--- config.mk ---
export PLATFORM = sky130hd
export DESIGN_NAME = serial_adc_control_port
export DESIGN_NICKNAME = d
export VERILOG_FILES = /design/src/adc_serial_pkg.sv /design/src/stream_if.sv /design/src/result_buffer.sv /design/src/serial_adc_control_port.sv
export SDC_FILE = /design/constraint.sdc
export NUM_CORES = 1
export LEC_CHECK = 0
export BUFFER_PORTS_ARGS = -buffer_cell sky130_fd_sc_hd__buf_2
export CORE_MARGIN = 2
export CORE_UTILIZATION = 52
export DETAILED_ROUTE_END_ITERATION = 8
export HOLD_SLACK_MARGIN = 0.08
export MAX_ROUTING_LAYER = met4
export PLACE_DENSITY = 0.8
export SLEW_MARGIN = 15
export SYNTH_ARGS = -nofsm -noshare
export SYNTH_HDL_FRONTEND = slang
export SYNTH_SLANG_ARGS = --single-unit
--- constraint.sdc ---
create_clock -name clk_sys -period 2.4 [get_ports clk_sys]
set_input_delay 0.48 -clock clk_sys [delete_from_list [all_inputs] [get_ports clk_sys]]
set_output_delay 0.48 -clock clk_sys [all_outputs]
set_load 0.1 [all_outputs]
--- src/adc_serial_pkg.sv ---
// constants shared by the converter serial control port and its buffer
package adc_serial_pkg;
	localparam int          RES_W        = 10;      // result width
	localparam int          ADDR_W       = 4;       // channel address width
	localparam int          MUX_N        = 14;      // multiplexer inputs
	localparam int          EXT_N        = 11;      // external inputs
	localparam logic [4:0]  ADDR_RISES   = 5'h04;   // rises that load address
	localparam logic [4:0]  SAMPLE_FALL  = 5'h04;   // fall that opens sampling
	localparam logic [4:0]  CONV_FALL    = 5'h0A;   // fall that starts convert
	localparam logic [4:0]  SLOW_RISE    = 5'h0B;   // rise that marks slow mode
	localparam logic [4:0]  MAX_CLKS     = 5'h10;   // longest transfer
	localparam logic [3:0]  LAST_SHIFT   = 4'h8;    // bit index after msb
	localparam logic [3:0]  ADDR_MID_REF = 4'hB;    // mid-reference test code
	localparam logic [3:0]  ADDR_LO_REF  = 4'hC;    // low-reference test code
	localparam logic [3:0]  ADDR_HI_REF  = 4'hD;    // high-reference test code
	localparam logic [1:0]  BUF_DEPTH    = 2'h2;    // result buffer entries
	localparam logic        EOC_RESET    = 1'h1;    // idle level of done flag

	// conversion progress, one-hot
	typedef enum logic [2:0] {
		CV_IDLE = 3'b001,
		CV_BUSY = 3'b010,
		CV_SLOW = 3'b100
	} conv_e;
endpackage

--- src/stream_if.sv ---
// valid/ready word stream between the port logic and its buffer
`timescale 1ns/1ps
interface stream_if #(parameter int W = 10);
	logic         valid;  // word offered
	logic         ready;  // word accepted
	logic [W-1:0] data;   // word

	modport src (output valid, output data, input ready);
	modport snk (input valid, input data, output ready);
endinterface

--- src/result_buffer.sv ---
// two-entry result buffer; read data come straight from the head register
`timescale 1ns/1ps
module result_buffer
	import adc_serial_pkg::*;
(
	input  wire logic clk_sys,
	input  wire logic rst,
	stream_if.snk     inS,
	stream_if.src     outS
);
	logic [RES_W-1:0] head;       // oldest word, drives outS.data
	logic [RES_W-1:0] tail;       // second word
	logic [1:0]       cnt;        // words held
	logic [1:0]       next_cnt;   // words after this cycle
	logic             inRdy;      // registered room flag
	logic             outVal;     // registered presence flag
	logic             push;       // accepted write
	logic             pop;        // accepted read

	assign push      = inS.valid && inRdy;
	assign pop       = outVal && outS.ready;
	assign inS.ready = inRdy;
	assign outS.valid = outVal;
	assign outS.data  = head;

	// occupancy after this cycle
	always_comb begin
		next_cnt = cnt;
		if (push && !pop)
			next_cnt = cnt + 2'h1;
		else if (pop && !push)
			next_cnt = cnt - 2'h1;
	end

	// flags are registered so the top sees flop outputs only
	always_ff @(posedge clk_sys) begin
		if (rst) begin
			cnt    <= 2'h0;
			inRdy  <= 1'b1;
			outVal <= 1'b0;
		end else begin
			cnt    <= next_cnt;
			inRdy  <= next_cnt != BUF_DEPTH;
			outVal <= next_cnt != 2'h0;
		end
	end

	// storage moves forward on a read; a write fills the first free slot
	always_ff @(posedge clk_sys) begin
		if (rst) begin
			head <= '0;
			tail <= '0;
		end else begin
			if (pop)
				head <= (cnt == BUF_DEPTH) ? tail : inS.data;
			else if (push && cnt == 2'h0)
				head <= inS.data;
			if (push && (cnt == BUF_DEPTH || (cnt == 2'h1 && !pop)))
				tail <= inS.data;
		end
	end
endmodule

--- src/serial_adc_control_port.sv ---
// serial control, sample timing and result shift logic of the converter
//
// Functional notes
// done output low at 10th fall, high later
// first four rises load address register
// sampling from 4th fall to 10th fall
// 10th fall hands conversion to core
// select high: inputs ignored, output floats
// select low: inputs enabled, output driven
// host clocks 10 to 16, reads result
// msb timing depends on transfer mode
// nine more bits on following falls
// conversion never starts before ten clocks
// 10th fall forces output low
// six host modes, 10 to 16 clocks
// transfer ending before result is fast
// address arrives msb first
// select fall clears counters and control
// codes 0-A external, B-D self test
// slow mode needs 11th rise early
// each result latched for next transfer
`timescale 1ns/1ps
module serial_adc_control_port
	import adc_serial_pkg::*;
(
	input  wire logic             clk_sys,
	input  wire logic             rst,
	input  wire logic             csN,
	input  wire logic             ioClk,
	input  wire logic             addrIn,
	output logic                  dataOut,
	output logic                  dataOutEn,
	output logic                  eoc,
	output logic [MUX_N-1:0]      muxSel,
	output logic                  sampling,
	output logic                  convStart,
	input  wire logic             coreValid,
	input  wire logic [RES_W-1:0] coreData,
	output logic                  coreReady
);
	logic              csM;        // select, first sync stage
	logic              csS;        // select, synchronised
	logic              csD;        // select, delayed for edges
	logic              clkM;       // shift clock, first sync stage
	logic              clkS;       // shift clock, synchronised
	logic              clkD;       // shift clock, delayed for edges
	logic              adM;        // address, first sync stage
	logic              adS;        // address, synchronised
	logic              csFallEv;   // select just went low
	logic              fallEv;     // shift clock fell, select low
	logic              riseEv;     // shift clock rose, select low
	logic [4:0]        fallCnt;    // falls since sequence start
	logic [4:0]        riseCnt;    // rises since sequence start
	logic [ADDR_W-2:0] addrShift;  // address bits gathered so far
	logic [ADDR_W-1:0] chSel;      // captured channel address
	logic [RES_W-1:0]  resHold;    // result being shown to the host
	logic [3:0]        bitIdx;     // result bit for the next fall
	logic              nextBit;    // that bit
	logic              popOk;      // result may leave the buffer now
	logic              pop;        // result leaves the buffer
	logic              restart;    // new sequence while select stays low
	logic              tenthFall;  // fall that ends sampling
	conv_e             convState;  // conversion progress

	stream_if #(.W(RES_W)) inS ();
	stream_if #(.W(RES_W)) outS ();

	// core results queue here so a busy shifter never drops one
	result_buffer u_buf (
		.clk_sys (clk_sys),
		.rst     (rst),
		.inS     (inS),
		.outS    (outS)
	);

	assign inS.valid  = coreValid;
	assign inS.data   = coreData;
	assign coreReady  = inS.ready;

	// pins come from the host domain; two stages before any use
	always_ff @(posedge clk_sys) begin
		if (rst) begin
			csM  <= 1'b1;
			csS  <= 1'b1;
			csD  <= 1'b1;
			clkM <= 1'b0;
			clkS <= 1'b0;
			clkD <= 1'b0;
			adM  <= 1'b0;
			adS  <= 1'b0;
		end else begin
			csM  <= csN;
			csS  <= csM;
			csD  <= csS;
			clkM <= ioClk;
			clkS <= clkM;
			clkD <= clkS;
			adM  <= addrIn;
			adS  <= adM;
		end
	end

	// clock and address are only looked at while select is low
	assign csFallEv  = csD && !csS;
	assign fallEv    = !csS && clkD && !clkS;
	assign riseEv    = !csS && !clkD && clkS;
	assign tenthFall = fallEv && fallCnt == CONV_FALL - 5'h01;
	assign bitIdx    = LAST_SHIFT - fallCnt[3:0];
	assign nextBit   = resHold[bitIdx];

	// a waiting result is shown at once when select is high or the
	// transfer is past its tenth fall; a slow transfer keeps it back
	// until the sixteenth fall so the bits in flight are not cut
	assign popOk = csS
		|| (fallCnt >= CONV_FALL
		&& (convState != CV_SLOW || fallCnt == MAX_CLKS));
	assign pop        = outS.valid && popOk;
	assign outS.ready = popOk;
	assign restart    = pop && !csS;

	// edge counters; they saturate so extra clocks do no harm
	always_ff @(posedge clk_sys) begin
		if (rst) begin
			fallCnt <= 5'h00;
			riseCnt <= 5'h00;
		end else if (csFallEv || restart) begin
			fallCnt <= 5'h00;
			riseCnt <= 5'h00;
		end else begin
			if (fallEv && fallCnt != MAX_CLKS)
				fallCnt <= fallCnt + 5'h01;
			if (riseEv && riseCnt != MAX_CLKS)
				riseCnt <= riseCnt + 5'h01;
		end
	end

	// address shifts in msb first on the opening rises
	always_ff @(posedge clk_sys) begin
		if (rst) begin
			addrShift <= '0;
			chSel     <= '0;
		end else if (csFallEv) begin
			addrShift <= '0;
		end else if (riseEv && riseCnt < ADDR_RISES) begin
			addrShift <= {addrShift[ADDR_W-3:0], adS};
			if (riseCnt == ADDR_RISES - 5'h01)
				chSel <= {addrShift, adS};
		end
	end

	// one-hot multiplexer select; upper three are the self tests
	genvar gi;
	generate
		for (gi = 0; gi < MUX_N; gi++) begin : g_dec
			always_ff @(posedge clk_sys) begin
				if (rst)
					muxSel[gi] <= 1'b0;
				else
					muxSel[gi] <= chSel == ADDR_W'(gi);
			end
		end
	endgenerate

	// sampling window and the hand-off pulse to the conversion core
	always_ff @(posedge clk_sys) begin
		if (rst) begin
			sampling  <= 1'b0;
			convStart <= 1'b0;
		end else begin
			convStart <= tenthFall && !restart;
			if (csS || csFallEv || tenthFall)
				sampling <= 1'b0;
			else if (fallEv && fallCnt == SAMPLE_FALL - 5'h01)
				sampling <= 1'b1;
		end
	end

	// conversion progress; an 11th rise during a conversion makes it slow
	always_ff @(posedge clk_sys) begin
		if (rst) begin
			convState <= CV_IDLE;
		end else begin
			unique case (convState)
				CV_IDLE: begin
					if (tenthFall && !restart)
						convState <= CV_BUSY;
				end
				CV_BUSY: begin
					if (inS.valid && inS.ready)
						convState <= CV_IDLE;
					else if (riseEv && riseCnt == SLOW_RISE - 5'h01)
						convState <= CV_SLOW;
				end
				CV_SLOW: begin
					if (pop)
						convState <= CV_IDLE;
				end
			endcase
		end
	end

	// result latch; the held word is what every later fall reads from
	always_ff @(posedge clk_sys) begin
		if (rst)
			resHold <= '0;
		else if (pop)
			resHold <= outS.data;
	end

	// serial output: msb on sequence start, then one bit per fall,
	// then zeros; the output keeps a level even while floated
	always_ff @(posedge clk_sys) begin
		if (rst) begin
			dataOut <= 1'b0;
		end else if (pop) begin
			dataOut <= outS.data[RES_W-1];
		end else if (csFallEv) begin
			dataOut <= resHold[RES_W-1];
		end else if (fallEv) begin
			if (fallCnt <= {1'b0, LAST_SHIFT})
				dataOut <= nextBit;
			else
				dataOut <= 1'b0;
		end
	end

	// driver enabled only while the synchronised select is low
	always_ff @(posedge clk_sys) begin
		if (rst)
			dataOutEn <= 1'b0;
		else
			dataOutEn <= !csS;
	end

	// done flag: cleared by the tenth fall, set when the word is shown;
	// a showing word wins since it also restarts the sequence
	always_ff @(posedge clk_sys) begin
		if (rst)
			eoc <= EOC_RESET;
		else if (pop)
			eoc <= 1'b1;
		else if (tenthFall)
			eoc <= 1'b0;
	end
endmodule

-- Yosys cells after proc, flatten, opt, wreduce, memory -nomap -nowiden
Cells that the tools add are included.
- flip-flop bits (word level): 81
- output and inout bits: 20
- logic and storage cells: 138
- add/sub/neg operators: 5
- order comparisons: 4
- equality and inequality tests: 30
- mux-type cells: 16
- bitwise gates (word level): 1
- reduce and logical (&&, ||, !) cells: 44
- operator list (cell ; number):
    $mux 10 ; 3
    $eq 4x4->1 const B ; 6
    $logic_and 1x1->1 ; 21
    $eq 4x3->1 const B ; 4
    $mux 3 ; 4
    $add 5x1->5 const B ; 2
    $eq 5x2->1 const B ; 2
    $eq 5x4->1 const B ; 2
    $ne 5x5->1 const B ; 2
    $pmux 3 s3 ; 1
    $eq 4x2->1 const B ; 2
    $reduce_or 2->1 ; 4
    $logic_not 1->1 ; 6
    $logic_or 1x1->1 ; 6
    $ne 2x2->1 const B ; 3
    $reduce_and 3->1 ; 2
    $eq 5x5->1 const B ; 1
    $ge 5x4->1 const B ; 1
    $le 5x4->1 const B ; 1
    $lt 4x5->1 const B ; 1
    $lt 5x3->1 const B ; 1
    $mux 1 ; 5
    $bmux 1 s4 ; 1
    $eq 4x1->1 const B ; 1
    16 further kinds ; 18

-- Depth between registers and ports, before layout
Gate-level depths: netlist of the first run.
- word-level depth: 10
- mapped depth: 10

-- Cells and area by module
Synthesis of the first run repeated with hierarchy kept, for this count alone.
- cell total of the unflattened synthesis: 376
- area total of the unflattened synthesis: 3573.4 µm²
- modules (own cells, without submodules) (module ; instances ; cells each ; area an instance (µm²)):
    serial_adc_control_port ; 1 ; 253 ; 2437.3
    result_buffer ; 1 ; 123 ; 1136.1

-- Least setup slack after synthesis of the first run
OpenSTA, ideal clock, no wires.
- kind: register to register
- start point: register fallCnt[0]
- end point: register u_buf.head[4] (netlist: u_buf.outS.data[4])
- setup time: 0.086 ns
- arrival time: 2.371 ns
- data required time: 2.314 ns
- slack: -0.056 ns
- stages on the path, launching flop included: 11
- clock period less this slack: 2.456 ns
- cells stage by stage: dfxtp_1 > clkbuf_1 > inv_1 > ha_1 > and4bb_4 > or4_4 > and3_4 > buf_6 > buf_6 > mux2i_1 > a211oi_1
- longest elaborated chain between the ends: 6
- elaborated cells between the ends (all ways): 8
- classes of those cells: 1 x order compare; 1 x eq/ne; 1 x mux; 5 x reduce/logical
- ends and longest elaborated chain (item ; RTL line ; RTL):
    start: declaration ; serial_adc_control_port.sv:52 ; logic [4:0] fallCnt;
    start signal: assignment ; serial_adc_control_port.sv:131 ; fallCnt <= fallCnt + 5'h01;
    parallel branches: the longest is 2 deep, another holds $ge 5x4->1 ; - ;
    $logic_and 1x1->1 (*) ; serial_adc_control_port.sv:116 ; && (convState != CV_SLOW || fallCnt == MAX_CLKS));
    $logic_or 1x1->1 (*) ; serial_adc_control_port.sv:115 ; || (fallCnt >= CONV_FALL
    $logic_and 1x1->1 (*) ; result_buffer.sv:21 ; assign pop = outVal && outS.ready;
    $mux 10 or $reduce_bool 2->1 (tied branches) ; - ;
    end signal: assignment ; result_buffer.sv:55 ; head <= (cnt == BUF_DEPTH) ? tail : inS.data;
    end signal: assignment ; result_buffer.sv:57 ; head <= inS.data;
    end: declaration ; result_buffer.sv:11 ; logic [RES_W-1:0] head;
Every way passes the cells marked *.
A chain may end at the register's enable or synchronous reset.

-- Worst setup path after layout of the first run
- start point: register fallCnt[1]
- end point: register u_buf.outVal (netlist: u_buf.outS.valid)
- longest elaborated chain between the ends: 9
- elaborated cells between the ends (all ways): 12
- classes of those cells: 1 x order compare; 1 x eq/ne; 2 x mux; 8 x reduce/logical
- ends and longest elaborated chain (item ; RTL line ; RTL):
    parallel branches: the longest is 2 deep, another holds $ge 5x4->1 ; - ;
    $logic_and 1x1->1 (*) ; serial_adc_control_port.sv:116 ;
    $logic_or 1x1->1 (*) ; serial_adc_control_port.sv:115 ;
    $logic_and 1x1->1 (*) ; result_buffer.sv:21 ;
    $logic_and 1x1->1 or $logic_not 1->1 (tied branches) ; result_buffer.sv:31, result_buffer.sv:29 ;
    $mux 2 or $logic_and 1x1->1 (tied branches) ; result_buffer.sv:31, result_buffer.sv:29 ;
    $mux 2 (*) ; result_buffer.sv:29 ; if (push && !pop)
    $reduce_bool 2->1 (*) ; result_buffer.sv:44 ; outVal <= next_cnt != 2'h0;
    end signal: assignment ; result_buffer.sv:40 ; outVal <= 1'b0;
    end signal: assignment ; result_buffer.sv:44 ;
    end: declaration ; result_buffer.sv:16 ; logic outVal;
Marks and branches as above.

==> results of run 1 <==
-- layer usage --
metal / vias up / global-route usage / routed length, um
met3: 4 / 0.0558 / 278
met5: - / - / 0
li1: 1358 / - / -
met4: 0 / 0.0606 / 53
met2: 55 / 0.332 / 3230
met1: 1218 / 0.212 / 2960
-- logic make-up (layout without fill, tap and decap cells) --
logic type	count (synthesis)	count (layout)
AOI/OAI and AO/OA	58	58
xor gates and xnor gates	10	10
adders and majority gates	10	10
buffers and inverters	27	68
DFF	81	81
muxes	29	29
and+or+nand+nor	156	156
-- per-stage QoR --
| step | total power [uW] | setup slack (ns) | util | cell area (um2) | instances |
|---|---|---|---|---|---|
| floorplan | 2050 | 0.0430 | - | 3460 | 371 |
| global placement | 2170 | 0.191 | 0.582 | 3720 | 475 |
| detailed placement | 2200 | 0.105 | 0.582 | 3720 | 475 |
| CTS | 3260 | 0.0666 | 0.616 | 3940 | 489 |
| global route | 3410 | 0.0204 | 0.620 | 3960 | 489 |
| finish | 3250 | 0.115 | 0.620 | 3960 | 489 |
-- worst max-delay path by stage --
stage               start            endpoint  slack (ns)  cells past startpoint
2_1_floorplan  fallCnt[0]  u_buf.outS.data[4]        0.04                     10
3_3_place_gp   fallCnt[1]       u_buf.tail[5]        0.19                      8
3_5_place_dp   fallCnt[1]       u_buf.tail[7]        0.11                      8
4_1_cts        fallCnt[1]  u_buf.outS.data[0]        0.07                      7
5_1_grt        fallCnt[1]    u_buf.outS.valid        0.02                      7
6_report       fallCnt[1]    u_buf.outS.valid        0.12                      7
-- power by group through the flow --
stage	registers (uW)	logic, uW	clock network [uW]
after global routing	1570	699	1140
after floorplan	1620	432	0
final	1550	628	1070
after CTS	1550	617	1090
after detailed placement	1580	612	0
after global placement	1580	588	0
-- registers in the layout (all words and copies together) (netlist names), 2 cells and up --
signal,cells
addrShift,3
chSel,4
resHold,10
u_buf.outS.data,10
convState,3
u_buf.tail,10
u_buf.cnt,2
riseCnt,5
muxSel,14
fallCnt,5
-- final cells by class --
class                      instances  area [um2]  area share
inverter                           8        30.0     0.00759
clock inverter                     3        65.1      0.0164
multi-input combinational        263        1740       0.439
timing repair buffer              46         258      0.0651
tap                               77        96.3      0.0243
sequential                        81        1620       0.410
clock buffer                      11         151      0.0383
-- synthesized netlist by cell type (all sizes together) (2+ instances only) --
cell type,instances,share of area
a211oi,8,0.017
a21oi,22,0.033
a221oi,3,0.0076
a22oi,5,0.011
a31oi,4,0.0072
buf,6,0.014
clkbuf,13,0.014
dfxtp,81,0.47
ha,10,0.036
inv,8,0.0087
mux2i,27,0.078
nand2,30,0.033
nand2b,24,0.043
nand3,3,0.0043
nand3b,4,0.0087
nand4,6,0.011
nor2,43,0.047
nor2b,8,0.014
nor3,19,0.027
nor3b,2,0.0058
nor4,3,0.0072
o21a,4,0.0087
o21ai,5,0.0072
or2,2,0.0036
or3,2,0.0036
or3b,2,0.0051
xnor2,3,0.0076
xor2,7,0.018
-- placed cells by master (no fill, tap or decap), types with 3 or more instances in the layout --
| cell type | count |
|---|---|
| dfxtp_1 | 81 |
| nor2_1 | 42 |
| buf_2 | 35 |
| nand2_1 | 30 |
| mux2i_1 | 27 |
| nand2b_1 | 24 |
| a21oi_1 | 21 |
| nor3_1 | 19 |
| clkbuf_8 | 11 |
| buf_4 | 11 |
| ha_1 | 10 |
| inv_1 | 8 |
| nor2b_1 | 8 |
| a211oi_1 | 8 |
| xor2_1 | 7 |
| nand4_1 | 6 |
| a22oi_1 | 5 |
| a31oi_1 | 4 |
| nand3b_1 | 4 |
| o21a_1 | 4 |
| a221oi_1 | 3 |
| xnor2_1 | 3 |
| nand3_1 | 3 |
==> flow_summary.json, run 1 <==
{
  "final_hold_viol_count": 0,
  "cts_root_buf": "clkbuf_8",
  "syn_area_per_cell_um2": 9.34,
  "path_buf_inv": 1,
  "drive_above_1_share": 0.177,
  "min_to": "csM",
  "cts_buffers": 9,
  "max_freq_ghz": 0.438,
  "p_sw_frac": 0.278,
  "grt_max_degree": 32,
  "p_comb_frac": 0.193,
  "rrSetupSlack_ns": 0.12,
  "nFillCells": 541,
  "grtUsageTotal": 0.192,
  "antenna_left": 0,
  "ctsResizeCount": 0,
  "hold_path_class": "input port to flip-flop",
  "start_util": 0.542,
  "synth_seq_cells": 81,
  "p_per_area_nw_per_um2": 821,
  "syn_nets": 397,
  "min_path_cells": 2,
  "cts_setup_buffers": 0,
  "vias": 2635,
  "min_period_ns": 2.28,
  "synthAdderAreaFrac": 0.0361,
  "antenna_cells": 0,
  "syn-instance-count": 371,
  "tightest_slew_ns": 0.657,
  "required_ns": 2.63,
  "cts_tree": "done",
  "power_frac_seq": 0.478,
  "synth_area_um2": 3460,
  "path_delay_family": "simple AND/OR/NAND/NOR gates",
  "synth_seq_area_share": 0.468,
  "antenna_found_initial": 0,
  "grt_pass1_wl_um": 11000,
  "crit_chain": "inv_1 -> ha_1 -> and4bb_4 -> or4_4 -> a21oi_4 -> nor3_1 -> a221oi_1",
  "ctsHoldBuffers": 0,
  "wl_per_cell_um": 13.3,
  "nNetsFinal": 435,
  "max_slew_margin": 0.559,
  "drv_slew": 0,
  "finalCritPeriodShare": 0.952,
  "die_w_um": 85.6,
  "slowest_delay_ns": 0.54,
  "p_leak_uw": 0.00161,
  "setup_viol": 0,
  "cp_slowest_cell": "or4_4",
  "p_clk_frac": 0.329,
  "status": "finished clean",
  "dr.first_iter.drc_count": 188,
  "htree_levels": 3,
  "critPathMaxFanout": 7,
  "hold-worst-slack_ns": 0.322,
  "cp-start-kind": "flip-flop",
  "hpwl_um": 4620,
  "dr.pass1.iters": 4,
  "drt_wl_total_um": 6520,
  "synth_top_family_by_area": "simple AND/OR/NAND/NOR gates",
  "synth_mux_area_frac": 0.0878,
  "ys_types": 51,
  "die_area_um2": 7330,
  "ios": 36,
  "drc_errors": 0,
  "reg2reg_from": "fallCnt[1]",
  "async_flop_share": 0,
  "yosys.area_share.xor_xnor": 0.0253,
  "path_class": "flip-flop to flip-flop",
  "grt-ovfl-total": 0,
  "synth-edff-count": 0,
  "grt_pass1_vias": 2492,
  "worstRegToRegCells": 7,
  "hp-start": "csN",
  "switchingPower_uw": 904,
  "drv_cap": 0,
  "synthFlopType": "dfxtp_1",
  "die_h_um": 85.6,
  "clk_path_buf_depth": 2,
  "cts.sinks": 81,
  "skew_ns": 0.00795,
  "rsz0062_at_grt": "no",
  "gp_congestion": 0.839,
  "std_cell_rows": 29,
  "end_kind": "flip-flop",
  "crit_arrival_ns": 2.51,
  "clkTransAtPathRegs_ns": 0.07,
  "yosys_warnings": 0,
  "setup-tns-final_ns": 0,
  "clk_latency_ns": 0.35,
  "coreArea_um2": 6390,
  "p_int_uw": 2350,
  "vdd_drop_max_v": 0.000536,
  "yosys.area_share.simple": 0.237,
  "synth_compound_area_frac": 0.108,
  "io_buffers": 35,
  "r2r-end": "u_buf.outS.valid",
  "area_growth_pct": 14.3,
  "vias_per_cell": 5.39
}
(Power assumes the default switching activity.)
==> run 2: changes to the inputs <==
--- a/config.mk
+++ b/config.mk
@@ -6,12 +6,13 @@
 export NUM_CORES = 1
 export LEC_CHECK = 0
 export BUFFER_PORTS_ARGS = -buffer_cell sky130_fd_sc_hd__buf_2
-export CORE_MARGIN = 2
+export CORE_MARGIN = 3
 export CORE_UTILIZATION = 52
 export DETAILED_ROUTE_END_ITERATION = 8
 export HOLD_SLACK_MARGIN = 0.08
 export MAX_ROUTING_LAYER = met4
 export PLACE_DENSITY = 0.8
+export SKIP_LAST_GASP = 1
 export SLEW_MARGIN = 15
 export SYNTH_ARGS = -nofsm -noshare
 export SYNTH_HDL_FRONTEND = slang
==> flow_summary.json, run 2 (synthesized netlist as in run 1, its figures left out) <==
{
  "final_hold_viol_count": 0,
  "grt_pass1_vias": 2414,
  "cts_setup_buffers": 0,
  "hold_path_class": "input port to flip-flop",
  "top_register": "muxSel",
  "crit_arrival_ns": 2.47,
  "start_util": 0.542,
  "die_w_um": 87.6,
  "required_ns": 2.63,
  "area_growth_pct": 13.9,
  "drt_wl_total_um": 6470,
  "layout_commonest_cell": "dfxtp_1",
  "clk_latency_ns": 0.35,
  "cp-start-kind": "flip-flop",
  "cts_tree": "done",
  "cts_buffers": 9,
  "max_freq_ghz": 0.446,
  "final_cell_mix": "81 x dfxtp_1, 42 x nor2_1, 35 x buf_2",
  "grt_max_degree": 46,
  "reg2reg_from": "fallCnt[1]",
  "skew_ns": 0.0107,
  "critPathMaxFanout": 10,
  "vias": 2614,
  "antenna_left": 0,
  "drv_slew": 0,
  "vias_per_cell": 5.33,
  "ctsHoldBuffers": 0,
  "setup_viol": 0,
  "finalCritPeriodShare": 0.934,
  "antenna_found_initial": 0,
  "drv_cap": 0,
  "nNetsFinal": 434,
  "gp_congestion": 0.846,
  "clk_path_buf_depth": 2,
  "grt_pass1_wl_um": 11100,
  "p_leak_uw": 0.00159,
  "cts_root_buf": "clkbuf_8",
  "antenna_cells": 0,
  "htree_levels": 3,
  "min_period_ns": 2.24,
  "drive_above_1_share": 0.179,
  "final_util": 0.618,
  "std_cell_rows": 29,
  "wl_per_cell_um": 13.2,
  "dr.first_iter.drc_count": 176,
  "coreArea_um2": 6390,
  "path_class": "flip-flop to flip-flop",
  "grtUsageTotal": 0.188,
  "hold-worst-slack_ns": 0.308,
  "tightest_slew_ns": 0.727,
  "cts.sinks": 81,
  "die_h_um": 87.6,
  "setup-tns-final_ns": 0,
  "status": "finished clean",
  "vdd_drop_max_v": 0.000481,
  "startpoint": "fallCnt[1]",
  "clkTransAtPathRegs_ns": 0.09,
  "hp-start": "csN",
  "dr.pass1.iters": 4,
  "hpwl_um": 4670,
  "drc_errors": 0,
  "max_slew_margin": 0.515,
  "largest_reg_flops": 14,
  "grt-ovfl-total": 0,
  "end_kind": "flip-flop",
  "p_per_area_nw_per_um2": 813,
  "io_buffers": 35,
  "ios": 36,
  "rsz0062_at_grt": "no",
  "die_area_um2": 7680
}
run 2: cell count changes in the layout (fill, tap and decap cells not counted), sizes merged:
cell      delta
clkinvlp     +2
inv          +2
buf          -1
bufinv       -1
clkbuf       -1
run 2: worst paths after layout:
kind	slack [ns]	endpoint	cells after the start
max	0.16	u_buf.tail[9]	8
max reg2reg	0.16	u_buf.tail[9]	8
min	0.31	csM	2
min reg2reg	0.42	csS	1
run 2: per-stage QoR:
| stage | cells | area (um2) | total power, uW | setup slack, ns |
|---|---|---|---|---|
| 2_1_floorplan | 371 | 3460 | 2050 | 0.0430 |
| 3_3_place_gp | 474 | 3710 | 2170 | 0.194 |
| 3_5_place_dp | 474 | 3710 | 2190 | 0.129 |
| 4_1_cts | 490 | 3920 | 3220 | 0.0993 |
| 5_1_grt | 490 | 3950 | 3370 | 0.00770 |
| 6_report | 490 | 3950 | 3210 | 0.157 |
run 2: what timing repair did:
action,in CTS,in global routing
hold endpoints to repair,0,0
endpoints found under the setup margin,0,23
gates resized for setup,0,4
run 2: final cells by class:
| type | instances | area, um2 |
|---|---|---|
| Fill cell | 569 | 2440 |
| Multi-Input combinational cell | 263 | 1740 |
| Sequential cell | 81 | 1620 |
| Timing Repair Buffer | 45 | 250 |
| Clock buffer | 10 | 138 |
| Tap cell | 77 | 96.3 |
| Clock inverter | 6 | 73.8 |
| Inverter | 8 | 30.0 |
run 2: worst max-delay path: stages, from the launching register on:
cell      delay, ns
dfxtp_1        0.34
inv_1          0.06
ha_1           0.25
and4bb_4       0.26
or4_4          0.54
a21oi_4        0.24
a22oi_1        0.09
buf_4          0.21
mux2i_1        0.13
run 2: power by group:
part | internal (uW) | switching [uW]
combinational | 239 | 374
clock | 521 | 516
sequential | 1480 | 79.5
total | 2240 | 970
run 2: layer usage:
layer | vias up | global-route usage | routed length (um)
met4 | 0 | 0.0544 | 40
li1 | 1367 | - | -
met5 | - | - | 0
met2 | 49 | 0.312 | 3190
met3 | 4 | 0.0517 | 280
met1 | 1194 | 0.222 | 2960
==> run 3: changes to the inputs <==
--- a/config.mk
+++ b/config.mk
@@ -7,13 +7,14 @@
 export LEC_CHECK = 0
 export BUFFER_PORTS_ARGS = -buffer_cell sky130_fd_sc_hd__buf_2
 export CORE_MARGIN = 3
-export CORE_UTILIZATION = 52
+export CORE_UTILIZATION = 53
 export DETAILED_ROUTE_END_ITERATION = 8
 export HOLD_SLACK_MARGIN = 0.08
 export MAX_ROUTING_LAYER = met4
-export PLACE_DENSITY = 0.8
+export PLACE_DENSITY = 0.81
 export SKIP_LAST_GASP = 1
 export SLEW_MARGIN = 15
 export SYNTH_ARGS = -nofsm -noshare
 export SYNTH_HDL_FRONTEND = slang
+export SYNTH_HIERARCHICAL = 1
 export SYNTH_SLANG_ARGS = --single-unit
==> flow_summary.json, run 3 <==
{
  "status": "finished clean",
  "hpwl_um": 4980,
  "final_hold_viol_count": 0,
  "grtUsageTotal": 0.210,
  "wl_met3_um": 326,
  "finalCritPeriodShare": 0.948,
  "dr.first_iter.drc_count": 82,
  "p_leak_uw": 0.00171,
  "yosysTopAreaCellShare": 0.454,
  "synth_seq_cells": 81,
  "syn_area_per_cell_um2": 9.50,
  "setup_viol": 0,
  "std_cell_rows": 29,
  "grt-ovfl-total": 0,
  "drv_slew": 0,
  "p_per_area_nw_per_um2": 914,
  "critPathMaxFanout": 20,
  "antenna_found_initial": 0,
  "yosys_warnings": 6,
  "ios": 36,
  "postLayoutCellArea_um2": 4140,
  "coreArea_um2": 6460,
  "rrSetupSlack_ns": 0.12,
  "antenna_left": 0,
  "rsz0062_at_grt": "no",
  "tightest_slew_ns": 0.600,
  "top_register": "muxSel",
  "synth_commonest_cells": "81 x dfxtp_1, 52 x nor2_1, 33 x nand2_1, 17 x a21oi_1, 16 x mux2i_1",
  "clk_latency_ns": 0.36,
  "die_h_um": 88.1,
  "clkTransAtPathRegs_ns": 0.09,
  "drv_cap": 0,
  "startpoint": "fallCnt[0]",
  "synth_seq_area_share": 0.454,
  "io_buffers": 35,
  "synthFlopType": "dfxtp_1",
  "grt_pass1_wl_um": 12300,
  "clk_path_buf_depth": 2,
  "grt_pass1_vias": 2653,
  "cts.sinks": 81,
  "wl_met2_um": 3640,
  "dr.pass1.iters": 5,
  "async_flop_share": 0,
  "vias_per_cell": 5.65,
  "wl_per_cell_um": 14.7,
  "cts_tree": "done",
  "die_w_um": 88.1,
  "final_cell_mix": "81 x dfxtp_1, 51 x nor2_1, 35 x buf_2",
  "hold_path_class": "input port to flip-flop",
  "reg2reg_from": "fallCnt[0]",
  "syn_nets": 402,
  "start_util": 0.553,
  "synth_area_um2": 3570,
  "ys_types": 64,
  "area_growth_pct": 16.0,
  "crit_arrival_ns": 2.51,
  "skew_ns": 0.00985,
  "slowest_delay_ns": 0.34,
  "syn-instance-count": 376,
  "yosysMostFrequentCell": "dfxtp_1",
  "cts_buffers": 9,
  "required_ns": 2.63,
  "vdd_drop_max_v": 0.000649,
  "drc_errors": 0,
  "antenna_cells": 0,
  "wl_met1_um": 3250,
  "drt_wl_total_um": 7370,
  "cts_root_buf": "clkbuf_8",
  "placed_cell_area_um2": 3880,
  "grt_max_degree": 40,
  "synth_area_leaders": "dfxtp_1 45%, nor2_1 5.5%, mux2i_1 4.5%",
  "setup-tns-final_ns": 0,
  "dp.cells": 486,
  "layout_setup_ws_ns": 0.124,
  "finalNonFillerCells": 503,
  "nNetsFinal": 447,
  "htree_levels": 3,
  "top_layer": "met4",
  "max_slew_margin": 0.598,
  "place_ws_ns": -0.173,
  "crit_chain": "inv_1 -> buf_4 -> ha_1 -> o31a_1 -> o22a_1 -> or2_1 -> buf_4 -> nand2_1 -> nand2_1 -> buf_4 -> nor2_1 -> a311oi_2",
  "drive_above_1_share": 0.244,
  "cp_slowest_cell": "dfxtp_1",
  "layout_commonest_cell": "dfxtp_1",
  "gp_congestion": 0.803,
  "vias": 2842,
  "largest_reg_flops": 14,
  "hp-start": "csN",
  "synth-edff-count": 0,
  "cp_common_cell": "buf_4",
  "synth_top_cell_by_area": "dfxtp_1",
  "die_area_um2": 7760,
  "end_kind": "flip-flop",
  "min_period_ns": 2.28,
  "hold-worst-slack_ns": 0.294,
  "max_freq_ghz": 0.439,
  "path_class": "flip-flop to flip-flop",
  "cp-start-kind": "flip-flop"
}
-- run 3: path summary, 6_finish.rpt --
path | to | depth (start not counted)
min | csM | 2
min reg2reg | sampling | 1
max | u_buf/outS.data[8] | 12
max reg2reg | u_buf/outS.data[8] | 12
-- run 3: critical path, delay by kind of cell (launching register included) --
kind | cells | cell delay [ns]
AO/OA/AOI/OAI | 3 | 0.51
adder cells (fa/ha/maj) | 1 | 0.17
buffers and inverters | 4 | 0.55
flip-flops | 1 | 0.34
AND/OR/NAND/NOR | 4 | 0.57
-- run 3: cell type report --
class | count | area [um2]
timing repair buffer | 56 | 333
clock inverter | 7 | 108
inverter | 10 | 37.5
sequential | 81 | 1620
fill | 523 | 2310
clock buffer | 9 | 124
multi-input combinational | 263 | 1820
tap | 77 | 96.3
-- run 3: cells by family (layout without fill, tap and decap cells) --
kind of cell	Yosys count	after routing	share of synthesized area
buf+inv	33	82	0.0452
flops	81	81	0.454
compound gates	75	75	0.173
simple gates	148	149	0.207
mux	18	18	0.0574
fa+ha+maj	10	10	0.0350
xor+xnor	11	11	0.0291
-- run 3: layer usage --
metal | track usage | vias up
met5 | - | -
met4 | 0.0907 | 0
met3 | 0.0395 | 15
met2 | 0.349 | 66
met1 | 0.247 | 1339
li1 | - | 1422
-- run 3: report_power, final --
group | internal (uW) | total [uW] | switching (uW) | leakage, uW
Sequential | 1510 | 1630 | 119 | 0.000660
Combinational | 403 | 1010 | 607 | 0.000933
Clock | 607 | 1150 | 545 | 0.000114
-- run 3: repair_timing --
action | 4_1_cts | 5_1_grt
hold buffers | 0 | 0
gates cloned | 0 | 1
buffers inserted | 0 | 0
pin swaps | 0 | 1
resized for setup | 1 | 7
setup endpoints to repair | 10 | 21
-- run 3: through the flow --
| stage | util | total power, uW |
|---|---|---|
| 6_report | 0.642 | 3790 |
| 5_1_grt | 0.642 | 3970 |
| 4_1_cts | 0.638 | 3750 |
| 3_5_place_dp | 0.601 | 2580 |
| 3_3_place_gp | 0.601 | 2540 |
| 2_1_floorplan | - | 2410 |
